<file path="config.mk">
export PLATFORM = sky130hd
export DESIGN_NAME = sir_ingress_regs
export DESIGN_NICKNAME = d
export VERILOG_FILES = /design/src/logic/sir_pkg.sv /design/src/logic/sir_drop_counter.sv /design/src/logic/sir_ingress_regs.sv
export VERILOG_INCLUDE_DIRS = /design/src /design/src/logic
export SDC_FILE = /design/constraint.sdc
export NUM_CORES = 1
export LEC_CHECK = 0
export BUFFER_PORTS_ARGS = -buffer_cell sky130_fd_sc_hd__buf_4
export CAP_MARGIN = 20
export CORE_UTILIZATION = 40
export CTS_BUF_LIST = sky130_fd_sc_hd__clkbuf_8
export DETAILED_ROUTE_END_ITERATION = 6
export PLACE_DENSITY = 0.68
export SLEW_MARGIN = 25
export SYNTH_ARGS = -nofsm -noshare
export SYNTH_HDL_FRONTEND = slang
export SYNTH_SLANG_ARGS = --single-unit
</file>
<file path="constraint.sdc">
create_clock -name aclk -period 2.6 [get_ports aclk]
set_clock_uncertainty 0.2 [all_clocks]
set_input_delay 0.26 -clock aclk [delete_from_list [all_inputs] [get_ports aclk]]
set_output_delay 0.26 -clock aclk [all_outputs]
set_load 0.01 [all_outputs]
</file>
<file path="src/logic/sir_defs.svh">
// constants of the switch ingress register block
`ifndef SIR_DEFS_SVH
`define SIR_DEFS_SVH

// bus widths
`define SIR_AW 16
`define SIR_IW 14

// register indices, byte address is four times the index
`define SIR_IDX_CMD_STATE 14'h184C
`define SIR_IDX_WR_STAGE 14'h184D
`define SIR_IDX_RD_STAGE 14'h184E
`define SIR_IDX_DROP0 14'h1850
`define SIR_IDX_DROP1 14'h1851
`define SIR_IDX_DROP2 14'h1852
`define SIR_IDX_MAP0 14'h1855
`define SIR_IDX_MAP1 14'h1856

// field layouts
`define SIR_STAGE_W 16
`define SIR_MAP_W 24
`define SIR_PRIO_W 3
`define SIR_PORTS 3

// reset values
`define SIR_STAGE_RESET 16'h0000
`define SIR_CNT_RESET 32'h00000000
`define SIR_MAP_RESET 24'hFAC688

// counter ceiling
`define SIR_CNT_MAX 32'hFFFFFFFF
`define SIR_CNT_ONE 32'h00000001

// axi responses
`define SIR_RESP_OKAY 2'h0
`define SIR_RESP_SLVERR 2'h2

`endif

</file>
<file path="src/logic/sir_pkg.sv">
// types of the switch ingress register block
`include "sir_defs.svh"

package sir_pkg;

   // full state of the register block
   typedef struct packed {
      logic aw_have;                         // write address held
      logic [`SIR_IW-1:0] aw_idx;            // held write index
      logic w_have;                          // write data held
      logic [31:0] w_data;                   // held write data
      logic [3:0] w_strb;                    // held byte enables
      logic bvalid;                          // write answer pending
      logic [1:0] bresp;                     // write answer code
      logic rvalid;                          // read answer pending
      logic [31:0] rdata;                    // read answer data
      logic [1:0] rresp;                     // read answer code
      logic [`SIR_IW-1:0] rd_idx;            // index of last read
      logic [`SIR_STAGE_W-1:0] wstage;       // rate write staging
      logic [`SIR_STAGE_W-1:0] rstage;       // rate read staging
      logic pending;                         // rate command busy
      logic [`SIR_MAP_W-1:0] map0;           // port 0 remap
      logic [`SIR_MAP_W-1:0] map1;           // port 1 remap
      logic q0_valid;                        // port 0 result valid
      logic [`SIR_PRIO_W-1:0] q0_prio;       // port 0 result prio
      logic q1_valid;                        // port 1 result valid
      logic [`SIR_PRIO_W-1:0] q1_prio;       // port 1 result prio
   } sir_regs_t;

   // state of one drop counter
   typedef struct packed {
      logic [31:0] count;                    // saturating tally
   } sir_cnt_t;

endpackage

</file>
<file path="src/logic/sir_drop_counter.sv">
// saturating clear-on-read drop counter of one port
`timescale 1ns/1ps
`include "sir_defs.svh"

module sir_drop_counter (
   input wire logic aclk,
   input wire logic aresetn,
   input wire logic aclk_en,
   input wire logic inc,
   input wire logic clr,
   output logic [31:0] count
);

   sir_pkg::sir_cnt_t c_q;                   // registered state
   sir_pkg::sir_cnt_t c_d;                   // next state

   // next count: clear by read, then count, stop at the top
   always_comb begin
      c_d = c_q;
      if (clr) begin
         // a packet in the read cycle is kept as the new first count
         c_d.count = inc ? `SIR_CNT_ONE : `SIR_CNT_RESET;
      end else if (inc && c_q.count != `SIR_CNT_MAX) begin
         c_d.count = c_q.count + `SIR_CNT_ONE;
      end
   end

   // register, frozen while the enable is low
   always_ff @(posedge aclk) begin
      if (!aresetn) begin
         c_q <= '0;
      end else if (aclk_en) begin
         c_q <= c_d;
      end
   end

   assign count = c_q.count;
endmodule

</file>
<file path="src/logic/sir_ingress_regs.sv">
// switch ingress register block: rate staging, drop counts, remaps
// Operation
// - write staging holds 16 bits, resets zero
// - read staging shows last fetched table value
// - pending set during command, self-clears after
// - one 32-bit drop counter per port
// - counter counts every ingress-filtered packet
// - rate-limit drops are not counted here
// - reading returns count and clears it
// - counters stop at all ones
// - ports 0 and 1 each have a map regenerating received tagged priority
// - regenerated priority feeds queue selection
// - eight 3-bit fields, top byte reserved
// - maps reset to identity
// - staging upper half reads zero, ignores writes
`timescale 1ns/1ps
`include "sir_defs.svh"

module sir_ingress_regs (
   input wire logic aclk,
   input wire logic aresetn,
   input wire logic aclk_en,
   // axi4-lite write address
   input wire logic [`SIR_AW-1:0] awaddr,
   input wire logic [2:0] awprot,
   input wire logic awvalid,
   output logic awready,
   // axi4-lite write data
   input wire logic [31:0] wdata,
   input wire logic [3:0] wstrb,
   input wire logic wvalid,
   output logic wready,
   // axi4-lite write answer
   output logic [1:0] bresp,
   output logic bvalid,
   input wire logic bready,
   // axi4-lite read address
   input wire logic [`SIR_AW-1:0] araddr,
   input wire logic [2:0] arprot,
   input wire logic arvalid,
   output logic arready,
   // axi4-lite read answer
   output logic [31:0] rdata,
   output logic [1:0] rresp,
   output logic rvalid,
   input wire logic rready,
   // rate table engine side
   input wire logic rate_cmd_start,
   input wire logic rate_cmd_done,
   input wire logic rate_rd_valid,
   input wire logic [`SIR_STAGE_W-1:0] rate_rd_data,
   output logic [`SIR_STAGE_W-1:0] rate_wr_data,
   output logic rate_cmd_pending,
   // ingress discard events per port
   input wire logic [`SIR_PORTS-1:0] drop_valid,
   input wire logic [`SIR_PORTS-1:0] drop_by_rate,
   // tagged received priority per port
   input wire logic rx0_valid,
   input wire logic [`SIR_PRIO_W-1:0] rx0_prio,
   input wire logic rx1_valid,
   input wire logic [`SIR_PRIO_W-1:0] rx1_prio,
   // regenerated priority toward queue selection
   output logic q0_valid,
   output logic [`SIR_PRIO_W-1:0] q0_prio,
   output logic q1_valid,
   output logic [`SIR_PRIO_W-1:0] q1_prio
);

   // reset image of the whole state
   localparam sir_pkg::sir_regs_t SIR_RESET_STATE = '{
      wstage: `SIR_STAGE_RESET,
      rstage: `SIR_STAGE_RESET,
      map0: `SIR_MAP_RESET,
      map1: `SIR_MAP_RESET,
      bresp: `SIR_RESP_OKAY,
      rresp: `SIR_RESP_OKAY,
      default: '0
   };

   sir_pkg::sir_regs_t s_q;                  // registered state
   sir_pkg::sir_regs_t s_d;                  // next state
   logic [`SIR_PORTS-1:0] cnt_inc;           // counted discards
   logic [`SIR_PORTS-1:0] cnt_clr;           // clear-by-read pulses
   logic [`SIR_PORTS-1:0][31:0] cnt_val;     // counter values

   // merge written bytes into an old word under the byte enables
   function automatic logic [31:0] sir_merge(
      input logic [31:0] old_w,
      input logic [31:0] new_w,
      input logic [3:0] strb
   );
      logic [31:0] res;
      res = old_w;
      for (int b = 0; b < 4; b++) begin
         if (strb[b]) begin
            res[b*8 +: 8] = new_w[b*8 +: 8];
         end
      end
      return res;
   endfunction

   // look up the regenerated priority of one received priority
   function automatic logic [`SIR_PRIO_W-1:0] sir_remap(
      input logic [`SIR_MAP_W-1:0] map,
      input logic [`SIR_PRIO_W-1:0] prio
   );
      return map[prio*`SIR_PRIO_W +: `SIR_PRIO_W];
   endfunction

   // handshakes refuse while frozen or while a slot is full
   assign awready = aclk_en && !s_q.aw_have;
   assign wready = aclk_en && !s_q.w_have;
   assign arready = aclk_en && !s_q.rvalid;

   // rate-limit discards are left to their own tally
   assign cnt_inc = drop_valid & ~drop_by_rate;

   // one saturating counter per port, consecutive indices
   for (genvar g = 0; g < `SIR_PORTS; g++) begin : g_cnt
      sir_drop_counter u_cnt (
         .aclk(aclk),
         .aresetn(aresetn),
         .aclk_en(aclk_en),
         .inc(cnt_inc[g]),
         .clr(cnt_clr[g]),
         .count(cnt_val[g])
      );
   end

   // next-state logic of bus slave, staging, flag and remap
   always_comb begin
      logic [31:0] merged;
      merged = '0;
      s_d = s_q;
      cnt_clr = '0;
      // answers leave once taken
      if (s_q.bvalid && bready) begin
         s_d.bvalid = 1'b0;
      end
      if (s_q.rvalid && rready) begin
         s_d.rvalid = 1'b0;
      end
      // address and data are caught in either order
      if (awvalid && awready) begin
         s_d.aw_have = 1'b1;
         s_d.aw_idx = awaddr[`SIR_AW-1:2];
      end
      if (wvalid && wready) begin
         s_d.w_have = 1'b1;
         s_d.w_data = wdata;
         s_d.w_strb = wstrb;
      end
      // perform the write once both halves are held
      if (s_q.aw_have && s_q.w_have && !s_q.bvalid) begin
         s_d.aw_have = 1'b0;
         s_d.w_have = 1'b0;
         s_d.bvalid = 1'b1;
         s_d.bresp = `SIR_RESP_OKAY;
         case (s_q.aw_idx)
            `SIR_IDX_WR_STAGE: begin
               // upper half dropped on the floor
               merged = sir_merge({16'h0000, s_q.wstage}, s_q.w_data,
                  s_q.w_strb);
               s_d.wstage = merged[`SIR_STAGE_W-1:0];
            end
            `SIR_IDX_MAP0: begin
               merged = sir_merge({8'h00, s_q.map0}, s_q.w_data,
                  s_q.w_strb);
               s_d.map0 = merged[`SIR_MAP_W-1:0];
            end
            `SIR_IDX_MAP1: begin
               merged = sir_merge({8'h00, s_q.map1}, s_q.w_data,
                  s_q.w_strb);
               s_d.map1 = merged[`SIR_MAP_W-1:0];
            end
            // read-only words accept and ignore writes
            `SIR_IDX_CMD_STATE, `SIR_IDX_RD_STAGE, `SIR_IDX_DROP0,
            `SIR_IDX_DROP1, `SIR_IDX_DROP2: begin
               s_d.bresp = `SIR_RESP_OKAY;
            end
            // nothing lives here
            default: begin
               s_d.bresp = `SIR_RESP_SLVERR;
            end
         endcase
      end
      // read: data registered at the accepting edge
      if (arvalid && arready) begin
         s_d.rvalid = 1'b1;
         s_d.rd_idx = araddr[`SIR_AW-1:2];
         s_d.rresp = `SIR_RESP_OKAY;
         case (araddr[`SIR_AW-1:2])
            `SIR_IDX_CMD_STATE: begin
               s_d.rdata = {31'h00000000, s_q.pending};
            end
            `SIR_IDX_WR_STAGE: begin
               s_d.rdata = {16'h0000, s_q.wstage};
            end
            `SIR_IDX_RD_STAGE: begin
               s_d.rdata = {16'h0000, s_q.rstage};
            end
            `SIR_IDX_DROP0: begin
               s_d.rdata = cnt_val[0];
               cnt_clr[0] = 1'b1;
            end
            `SIR_IDX_DROP1: begin
               s_d.rdata = cnt_val[1];
               cnt_clr[1] = 1'b1;
            end
            `SIR_IDX_DROP2: begin
               s_d.rdata = cnt_val[2];
               cnt_clr[2] = 1'b1;
            end
            `SIR_IDX_MAP0: begin
               s_d.rdata = {8'h00, s_q.map0};
            end
            `SIR_IDX_MAP1: begin
               s_d.rdata = {8'h00, s_q.map1};
            end
            default: begin
               s_d.rdata = 32'h00000000;
               s_d.rresp = `SIR_RESP_SLVERR;
            end
         endcase
      end
      // pending flag: a new start beats a finishing command
      if (rate_cmd_done) begin
         s_d.pending = 1'b0;
      end
      if (rate_cmd_start) begin
         s_d.pending = 1'b1;
      end
      // value fetched by the latest table read
      if (rate_rd_valid) begin
         s_d.rstage = rate_rd_data;
      end
      // regenerated priority handed to queue selection
      s_d.q0_valid = rx0_valid;
      s_d.q0_prio = sir_remap(s_q.map0, rx0_prio);
      s_d.q1_valid = rx1_valid;
      s_d.q1_prio = sir_remap(s_q.map1, rx1_prio);
   end

   // state register, frozen while the enable is low
   always_ff @(posedge aclk) begin
      if (!aresetn) begin
         s_q <= SIR_RESET_STATE;
      end else if (aclk_en) begin
         s_q <= s_d;
      end
   end

   // outputs straight from the state
   assign bvalid = s_q.bvalid;
   assign bresp = s_q.bresp;
   assign rvalid = s_q.rvalid;
   assign rdata = s_q.rdata;
   assign rresp = s_q.rresp;
   assign rate_wr_data = s_q.wstage;
   assign rate_cmd_pending = s_q.pending;
   assign q0_valid = s_q.q0_valid;
   assign q0_prio = s_q.q0_prio;
   assign q1_valid = s_q.q1_valid;
   assign q1_prio = s_q.q1_prio;
endmodule

</file>
## Word level (Yosys, flattened, before mapping)

Cells that the tools add are included.

- Register bits after elaboration: 289
- Input port bits: 115
- Logic and storage cells: 130

- $add $sub $neg: 3
- Multipliers: 2
- Eq/ne operators: 19
- Shifts and indexed selects: 2
- Muxes and demuxes: 26
- Bitwise gates (word level): 2
- Reductions and logical operators: 48

Operators by type and width:

| operator | count |
|---|---|
| $pmux 32 s8 | 1 |
| $eq 14x13->1 const B | 16 |
| $mux 32 | 6 |
| $add 32x1->32 const B | 3 |
| $ne 32x32->1 const B | 3 |
| $mux 49 | 1 |
| $shiftx 24x6->3 | 2 |
| $mux 37 | 1 |
| $reduce_and 4->1 | 8 |
| $reduce_and 2->1 | 13 |
| $reduce_bool 2->1 | 8 |
| $reduce_or 8->1 | 2 |
| $mux 15 | 1 |
| $logic_and 1x1->1 | 13 |
| $mux 1 | 12 |
| $mul 3x2->5 const B | 2 |
| $mux 3 | 2 |
| $logic_not 1->1 | 4 |
| $mux 2 | 2 |
| $and 3x3->3 | 1 |
| $not 3->3 | 1 |

## Longest topological paths before layout

Gate-level depths: netlist (run 1).

- Word-level depth: 6
- Mapped depth: 9

## Cells and area by module

Synthesis (run 1) repeated with hierarchy kept, for this count alone.

- Cells, all modules: 1856
- Area, all modules: 15167.0 µm²

Modules (own cells, without submodules):

| module | times used | cells each | area each (µm²) |
|---|---|---|---|
| sir_ingress_regs | 1 | 1088 | 9195.1 |
| sir_drop_counter | 3 | 256 | 1990.7 |

## Worst setup path before layout (run 1)

OpenSTA, ideal clock, no wires.

- Path type: input -> register
- From: input port araddr[5]
- To: register g_cnt[0].u_cnt.c_q, in the netlist g_cnt[0].u_cnt.count[10]
- Setup time: 125 ps
- Arrival time: 1876 ps
- Data required time: 2275 ps
- Path slack: 398 ps
- Cell stages on the path: 7
- Path buffers: 3
- Cell sequence: or4b_1 -> buf_6 -> nor4_4 -> a21o_4 -> buf_12 -> buf_8 -> a21oi_1

- Cells in the longest elaborated chain, start to end: 5
- Elaborated cells on any way between the ends: 6

Ends and longest elaborated chain:

| item | line | RTL |
|---|---|---|
| from (decl) | sir_ingress_regs.sv:38 | `` input wire logic [`SIR_AW-1:0] araddr, `` |
| $eq 14x13->1 * | sir_ingress_regs.sv:192 | `` case (araddr[`SIR_AW-1:2]) `` |
| $mux 1 * | sir_ingress_regs.sv:192 |  |
| $mux 3 * | sir_ingress_regs.sv:188 | `if (arvalid && arready) begin` |
| $reduce_bool 2->1 (no line) | n/a |  |
| $reduce_and 2->1 (no line) | n/a |  |
| to (signal assigned) | sir_drop_counter.sv:31 | `c_q <= '0;` |
| to (signal assigned) | sir_drop_counter.sv:33 | `c_q <= c_d;` |
| to (decl) | sir_drop_counter.sv:14 | `sir_pkg::sir_cnt_t c_q;` |

Every way passes the cells marked *; elsewhere a longest branch is shown, timed or not.
A chain may end at the register's enable or synchronous reset.

## Worst setup path after layout (run 1)

- From: register g_cnt[2].u_cnt.c_q, in the netlist g_cnt[2].u_cnt.count[19]
- To: register g_cnt[2].u_cnt.c_q, in the netlist g_cnt[2].u_cnt.count[1]

- Cells in the longest elaborated chain, start to end: 4

Ends and longest elaborated chain:

| item | line |
|---|---|
| from (decl) | sir_drop_counter.sv:14 |
| from (signal assigned) | sir_drop_counter.sv:31 |
| from (signal assigned) | sir_drop_counter.sv:33 |
| $ne 32x32->1 (no line) | n/a |
| $logic_and 1x1->1 (no line) | n/a |
| $reduce_bool 2->1 (no line) | n/a |
| $reduce_and 2->1 (no line) | n/a |

No other way between the ends.

==> flow_metrics.tcl, run 1 <==
set metrics [dict create \
    status "finished, violations left" \
    violations "design-rule violations, negative hold slack" \
    final.setup.tns_ps 0 \
    grt_use_total 0.249 \
    drt_pass1_iterations 7 \
    overflow 0 \
    finalSetupViolations 0 \
    cts_htree_levels 2 \
    p_sw_frac 0.250 \
    ys_types 78 \
    grt_pass1_wl_mm 65.5 \
    synth_ff_type "dfxtp_1" \
    ir_drop_uv 333 \
    antenna_found_initial 1 \
    yosys.area.top_type "dfxtp_1" \
    first_global_vias 11700 \
    cp_cell_sequence "nand4_1 -> or4_4 -> o31ai_4 -> buf_4 -> mux2i_1 -> nor2_1" \
    pin_count 181 \
    row_count 66 \
    vias_per_cell 5.74 \
    finalHoldViolations 1 \
    final_nets 1838 \
    clock_latency_ps 570 \
    fin_crit_ps 2390 \
    yosysWarnings 0 \
    min_period_over_period 0.919 \
    finalMaxSlewViolations 0 \
    wire_per_inst_um 19.4 \
    coreArea_mm2 0.0325 \
    seqPwrFrac 0.475 \
    cts_buffer_depth 3 \
    final_core_util 0.504 \
    critPathArrivalTime_ps 2640 \
    leakagePower_uw 0.00593 \
    drive_above_1_share 0.206 \
    crit_path_end_kind "register" \
    die_h_um 183 \
    yosysTopAreaCellShare 0.401 \
    wirelength_mm 42.5 \
    post_cts_resized 0 \
    grt_max_degree 63 \
    critPathLaunchType "register" \
    synth-simple-area-share 0.248 \
    critPathMaxFanout 22 \
    required_ps 2850 \
    crit_family "simple AND/OR/NAND/NOR gates" \
    area_growth_pct 24.2 \
    power_density_mw_per_mm2 537 \
    io_buffers 159 \
    die_area_mm2 0.0337 \
    max_freq_mhz 418 \
    synth.avg_cell_area_um2 8.68 \
    cts_tree "built" \
    die_w_um 183 \
    synth_cells 1517 \
    drcViolationCount 12 \
    synth_top_family_by_area "simple AND/OR/NAND/NOR gates" \
    cts.clk_slew.worst_paths_ps 60 \
    synth_fa_ha_area_frac 0.00285 \
    cts_root_buf "clkbuf_8" \
    numClockSinks 264 \
    hpwl_mm 30.9 \
    holdWs_ps -2.66 \
    yosys-top-cells-area "dfxtp_1 40%, mux2i_1 6.3%, nand2_1 6.0%" \
    yosys.area_share.xor_xnor 0.00532 \
    p_comb_frac 0.075 \
    max_stage_delay_ps 640 \
    ys_ff_latch 264 \
    ant_nets 0 \
    cap_viol_max_count 0 \
    cp_slowest_cell "or4_4" \
    synth-seq-area-share 0.401 \
    max_slew_margin 0.374 \
    drtIter0Drc 1381 \
    vias 12600 \
    rsz0062_at_grt "no" \
    cts_buffers 46 \
    synthMuxAreaShare 0.0836 \
    p_sw_uw 2200 \
    worst_pin_slew_ps 938 \
    pwr-share-clk 0.450 \
    gp_congestion 0.983 \
    critPathBufInv 1 \
    syn_area_mm2 0.0132 \
    synth-edff-count 0 \
    holdCritPathClass "in2reg" \
    synthArstFlopShare 0 \
    crit_type "reg2reg" \
    internal-power_uw 6590 \
    start_util 0.406 \
    synth-compound-area-share 0.188 \
]
==> worst reg2reg max path, cell delays in order, from the launching register on <==
cell and delay, ps:
dfxtp_1 460, nand4_1 230, or4_4 640, o31ai_4 230, buf_4 270, mux2i_1 210
nor2_1 50
==> logic make-up (layout without fill, tap and decap cells) <==
kind of cell,Yosys count,after routing
and+or+nand+nor,580,580
AOI/OAI and AO/OA,400,400
DFF,264,264
buffers and inverters,166,403
muxes,95,95
xor gates and xnor gates,8,8
adders and majority gates,3,3
other,1,3
==> cell type report <==
type / count / area [um^2]
Inverter: 15 / 57.6
Fill cell: 3018 / 16100
Multi-Input combinational cell: 1088 / 6970
Antenna cell: 1 / 2.50
Timing Repair Buffer: 305 / 2530
Clock buffer: 59 / 812
Sequential cell: 264 / 5290
Clock inverter: 24 / 153
Tap cell: 442 / 553
==> cells in the final DEF (no fill, tap or decap), types with 8 or more instances in the layout <==
cell type	instances
or4_1	30
and2_1	27
nor4_4	9
mux4_2	12
dlygate4sd3_1	73
clkbuf_8	59
clkinv_2	11
o31ai_1	23
o21ai_0	90
nor2_1	69
or2_2	9
buf_4	227
mux2i_1	83
a21o_1	13
a22oi_1	33
and4_1	18
nand2_1	210
a211oi_1	10
nor3_1	8
nand3_1	49
a221oi_1	11
a31oi_1	11
a21oi_1	157
and3_1	10
o211ai_1	12
inv_1	24
dfxtp_1	264
nand4_1	30
or3_1	51
a222oi_1	20
==> cells in the mapped netlist (3+ instances only) <==
cell type    n
or4_4        3
o21ai_0     90
nor2_1      70
ha_1         3
xnor2_1      5
nor3_4       4
dfxtp_1    264
nor4_4       9
nand2b_1     7
and4_1      18
o31ai_1     23
nand2_1    210
nor3_1       8
o211ai_1    12
inv_1       14
or3_1       51
or2_2        9
a21oi_1    157
nand3_1     49
clkbuf_1    57
buf_1        5
and3_1      10
xor2_1       3
or4_1       30
nand3b_1     4
nor3_2       3
nand4bb_1    4
nor4_1       4
o22ai_1      6
a221oi_1    11
and2_1      27
a222oi_1    20
a31oi_1     11
nand4_1     30
a22oi_1     33
mux4_2      12
a211oi_1    10
buf_2       23
buf_6        3
nor2b_1      7
buf_4       60
mux2i_1     83
a21o_1      13
==> routing by layer <==
| layer | vias up | wire length [um] | share of wire | GRT usage |
|---|---|---|---|---|
| met1 | 6003 | 17800 | 0.42 | 0.325 |
| li1 | 5972 | - | - | - |
| met4 | 0 | 1610 | 0.038 | 0.0970 |
| met5 | - | 0 | 0 | 0 |
| met3 | 99 | 3440 | 0.081 | 0.0416 |
| met2 | 541 | 19700 | 0.46 | 0.409 |
==> state kept, by name, summed over array words and instances (netlist names) <==
| signal | flops |
|---|---|
| q0_valid | 1 |
| rate_wr_data | 16 |
| rdata | 32 |
| rate_cmd_pending | 1 |
| bvalid | 1 |
| s_q | 107 |
| rresp | 1 |
| q1_valid | 1 |
| bresp | 1 |
| rvalid | 1 |
| g_cnt.u_cnt.count | 96 |
| q1_prio | 3 |
| q0_prio | 3 |
==> power by group through the flow <==
stage               Clock, uW  Combinational [uW]  Sequential (uW)
detailed placement          0                 566             4260
global placement            0                 556             4260
floorplan                   0                 333             4240
global route             4200                 713             4180
CTS                      4010                 655             4170
finish                   3960                 662             4170
==> stage by stage <==
step / hold WS, ps / power (uW) / setup slack, ps / cells / instance area [um^2]
finish: -2.66 / 8790 / 210 / 2198 / 16400
global route: 17.3 / 9090 / 8.72 / 2198 / 16400
CTS: 1.57 / 8840 / 232 / 2197 / 16400
detailed placement: 242 / 4830 / 39.3 / 2041 / 14700
global placement: 240 / 4810 / 53.5 / 2040 / 14700
floorplan: 196 / 4570 / 398 / 1518 / 13200
==> worst paths after layout <==
kind | startpoint | end | slack, ps | cells after the start
max reg2reg | g_cnt[2].u_cnt.count[19] | g_cnt[2].u_cnt.count[1] | 210 | 6
max | g_cnt[2].u_cnt.count[19] | g_cnt[2].u_cnt.count[1] | 210 | 6
min reg2reg | s_q[184] | s_q[184] | 250 | 2
min | drop_valid[2] | g_cnt[2].u_cnt.count[0] | -3 | 4
==> repair_timing <==
item / CTS / global route
endpoints found under the hold margin: 70 / 0
buffers inserted: 0 / 0
hold buffers: 73 / 0
(Power assumes the default switching activity.)
==> run 2: changes to the inputs <==
ABC_CLOCK_PERIOD_IN_PS = 2600   (was unset)
BUFFER_PORTS_ARGS = -buffer_cell sky130_fd_sc_hd__buf_2   (was -buffer_cell sky130_fd_sc_hd__buf_4)
PLACE_DENSITY = 0.67   (was 0.68)
SYNTH_HIERARCHICAL = 1   (was unset)
==> run 2 against run 1 <==
Net effect:
- the run ends with negative setup slack left
- final cell count increased by 24%
- routed wire length increased by 32%
- sequential share of layout area decreased by 5.4 points
- worst hold slack improved by 28 ps
- worst setup slack got worse by 360 ps
- first-iteration DRC count increased by 39%
- global-route usage increased by 3.7 points
- register-to-register slack got worse by 360 ps
- combinational power increased by 32%
- maximum frequency decreased by 13%
- die area increased by 15%
- critical path type unchanged
==> flow_metrics.tcl, run 2 <==
set metrics [dict create \
    status "finished, violations left" \
    violations "negative setup slack" \
    syn_area_mm2 0.0152 \
    yosys-top-cells-area "dfxtp_1 35%, nand2_1 5.3%, o21ai_0 4.9%" \
    die_area_mm2 0.0387 \
    finalHoldViolations 0 \
    synth_top_family_by_area "simple AND/OR/NAND/NOR gates" \
    cts_root_buf "clkbuf_8" \
    antenna_cells 0 \
    max_stage_delay_ps 540 \
    numClockSinks 264 \
    cp_slowest_cell "or4_4" \
    post-synth-top-count-cell "dfxtp_1" \
    max_freq_mhz 364 \
    synthMuxAreaShare 0.0412 \
    rsz0062_at_grt "yes" \
    row_count 70 \
    pin_count 181 \
    cts_tree "built" \
    yosysWarnings 6 \
    final_nets 2306 \
    cts_buffers 48 \
    top_register "s_q" \
    cp_cell_sequence "and2b_2 -> nand3_4 -> nor3_4 -> or2b_4 -> or4_4 -> buf_6 -> or3_4 -> nor3b_4 -> o221a_1" \
    hpwl_mm 40.1 \
    synth_fa_ha_area_frac 0.00247 \
    vias_per_cell 6.01 \
    die_h_um 197 \
    drt_pass1_iterations 5 \
    busiest_layer "met2" \
    yosysTopAreaCellShare 0.348 \
    gr-usage-met1 0.377 \
    max_slew_margin 0.549 \
    final.setup.tns_ps -2320 \
    overflow 0 \
    crit_path_end_kind "register" \
    crit_type "reg2reg" \
    critPathArrivalTime_ps 3070 \
    io_buffers 159 \
    synth-seq-area-share 0.348 \
    ant_nets 0 \
    met2_usage 0.436 \
    ir_drop_uv 409 \
    finalSetupViolations 56 \
    grt_max_degree 89 \
    fin_crit_ps 2750 \
    synth-edff-count 0 \
    crit_family "simple AND/OR/NAND/NOR gates" \
    layout_commonest_cell "dfxtp_1" \
    layout_common_cells "263 x dfxtp_1, 213 x nand2_1, 196 x buf_4" \
    yosys.area_share.xor_xnor 0 \
    gp_congestion 0.981 \
    antenna_found_initial 1 \
    wirelength_mm 56.3 \
    synth-simple-area-share 0.277 \
    min_period_over_period 1.06 \
    ys_ff_latch 264 \
    synth_ff_type "dfxtp_1" \
    worst_pin_slew_ps 675 \
    wire_per_inst_um 20.6 \
    synth.avg_cell_area_um2 8.17 \
    power_density_mw_per_mm2 468 \
    setup_slack_ps -149 \
    yosys.area.top_type "dfxtp_1" \
    grt_pass1_wl_mm 86.9 \
    synthArstFlopShare 0 \
    coreArea_mm2 0.0370 \
    critPathLaunchType "register" \
    critPathMaxFanout 3 \
    required_ps 2920 \
    cts_htree_levels 2 \
    cts_buffer_depth 3 \
    first_global_vias 15400 \
    leakagePower_uw 0.00696 \
    cts.clk_slew.worst_paths_ps 60 \
    finalMaxSlewViolations 0 \
    critPathBufInv 1 \
    clock_latency_ps 660 \
    design_power_total_uw 9200 \
    drcViolationCount 0 \
    vias 16400 \
    cap_viol_max_count 0 \
    die_w_um 197 \
    nFillCells 3390 \
    grt_use_total 0.286 \
    ys_types 79 \
    synth_cells 1856 \
    largest_reg_flops 107 \
    use_met3 0.0618 \
    synth-compound-area-share 0.256 \
    drtIter0Drc 1919 \
    start_util 0.410 \
    drive_above_1_share 0.265 \
    synth.top_cells.by_count "264 x dfxtp_1, 214 x nand2_1, 149 x o21ai_0, 132 x a21oi_1, 125 x nand3_1" \
    holdCritPathClass "in2reg" \
    area_growth_pct 29.6 \
]
-- run 2: cells by family after synthesis --
logic type	count (synthesis)
compound gates	590
fa+ha+maj	3
buf+inv	214
flops	264
mux	47
other cells	1
simple gates	737
-- run 2: per-stage QoR --
step                      hold WS (ps)  utilization  area [um^2]  instances  worst slack (ps)
after detailed placement           244        0.469        17300       2535              -501
after global routing              24.2        0.532        19700       2728              -198
final                             25.4        0.532        19700       2728              -149
after floorplan                    195            -        15400       1857              -505
after CTS                        0.936        0.526        19500       2722              -154
after global placement             236        0.469        17300       2535              -453
-- run 2: timing repair --
item,in CTS,in global routing
hold buffers,91,0
hold endpoints to repair,93,0
pin swaps,44,45
setup endpoints to repair,61,93
buffers inserted,9,5
resized for setup,49,56
cloned,1,1
-- run 2: path summary, 6_finish.rpt --
path              depth (start not counted)                      end      start  slack [ps]
setup / recovery                          9  g_cnt[0].u_cnt/count[9]     rvalid        -150
hold / removal                            4                   rvalid    arvalid          30
setup reg to reg                          9  g_cnt[0].u_cnt/count[9]     rvalid        -150
hold reg to reg                           2                rdata[19]  rdata[19]         250
-- run 2: layer usage --
metal | wire, um | vias up
li1 | - | 7588
met4 | 2730 | 4
met5 | 85 | -
met1 | 23100 | 7742
met2 | 25000 | 908
met3 | 5320 | 148
-- run 2: area by class of cell --
cell class / instances / area (um^2) / share of cell area
inverters: 16 / 60.1 / 0.00305
multi-input cells: 1379 / 9020 / 0.459
clock inverters: 27 / 191 / 0.00974
clock buffers: 59 / 812 / 0.0413
flip-flops and latches: 264 / 5290 / 0.269
repair buffers: 479 / 3660 / 0.186
well taps: 504 / 631 / 0.0321
-- run 2: where the power goes --
part | leakage (uW) | internal, uW | switching [uW]
Sequential | 0.00214 | 4110 | 58.0
Combinational | 0.00425 | 409 | 465
Clock | 0.000572 | 2270 | 1890
-- run 2: tightest hold or removal path, stage by stage --
cell      delay, ps
buf_2           140
nand3b_1         80
buf_4           220
a21boi_0        110
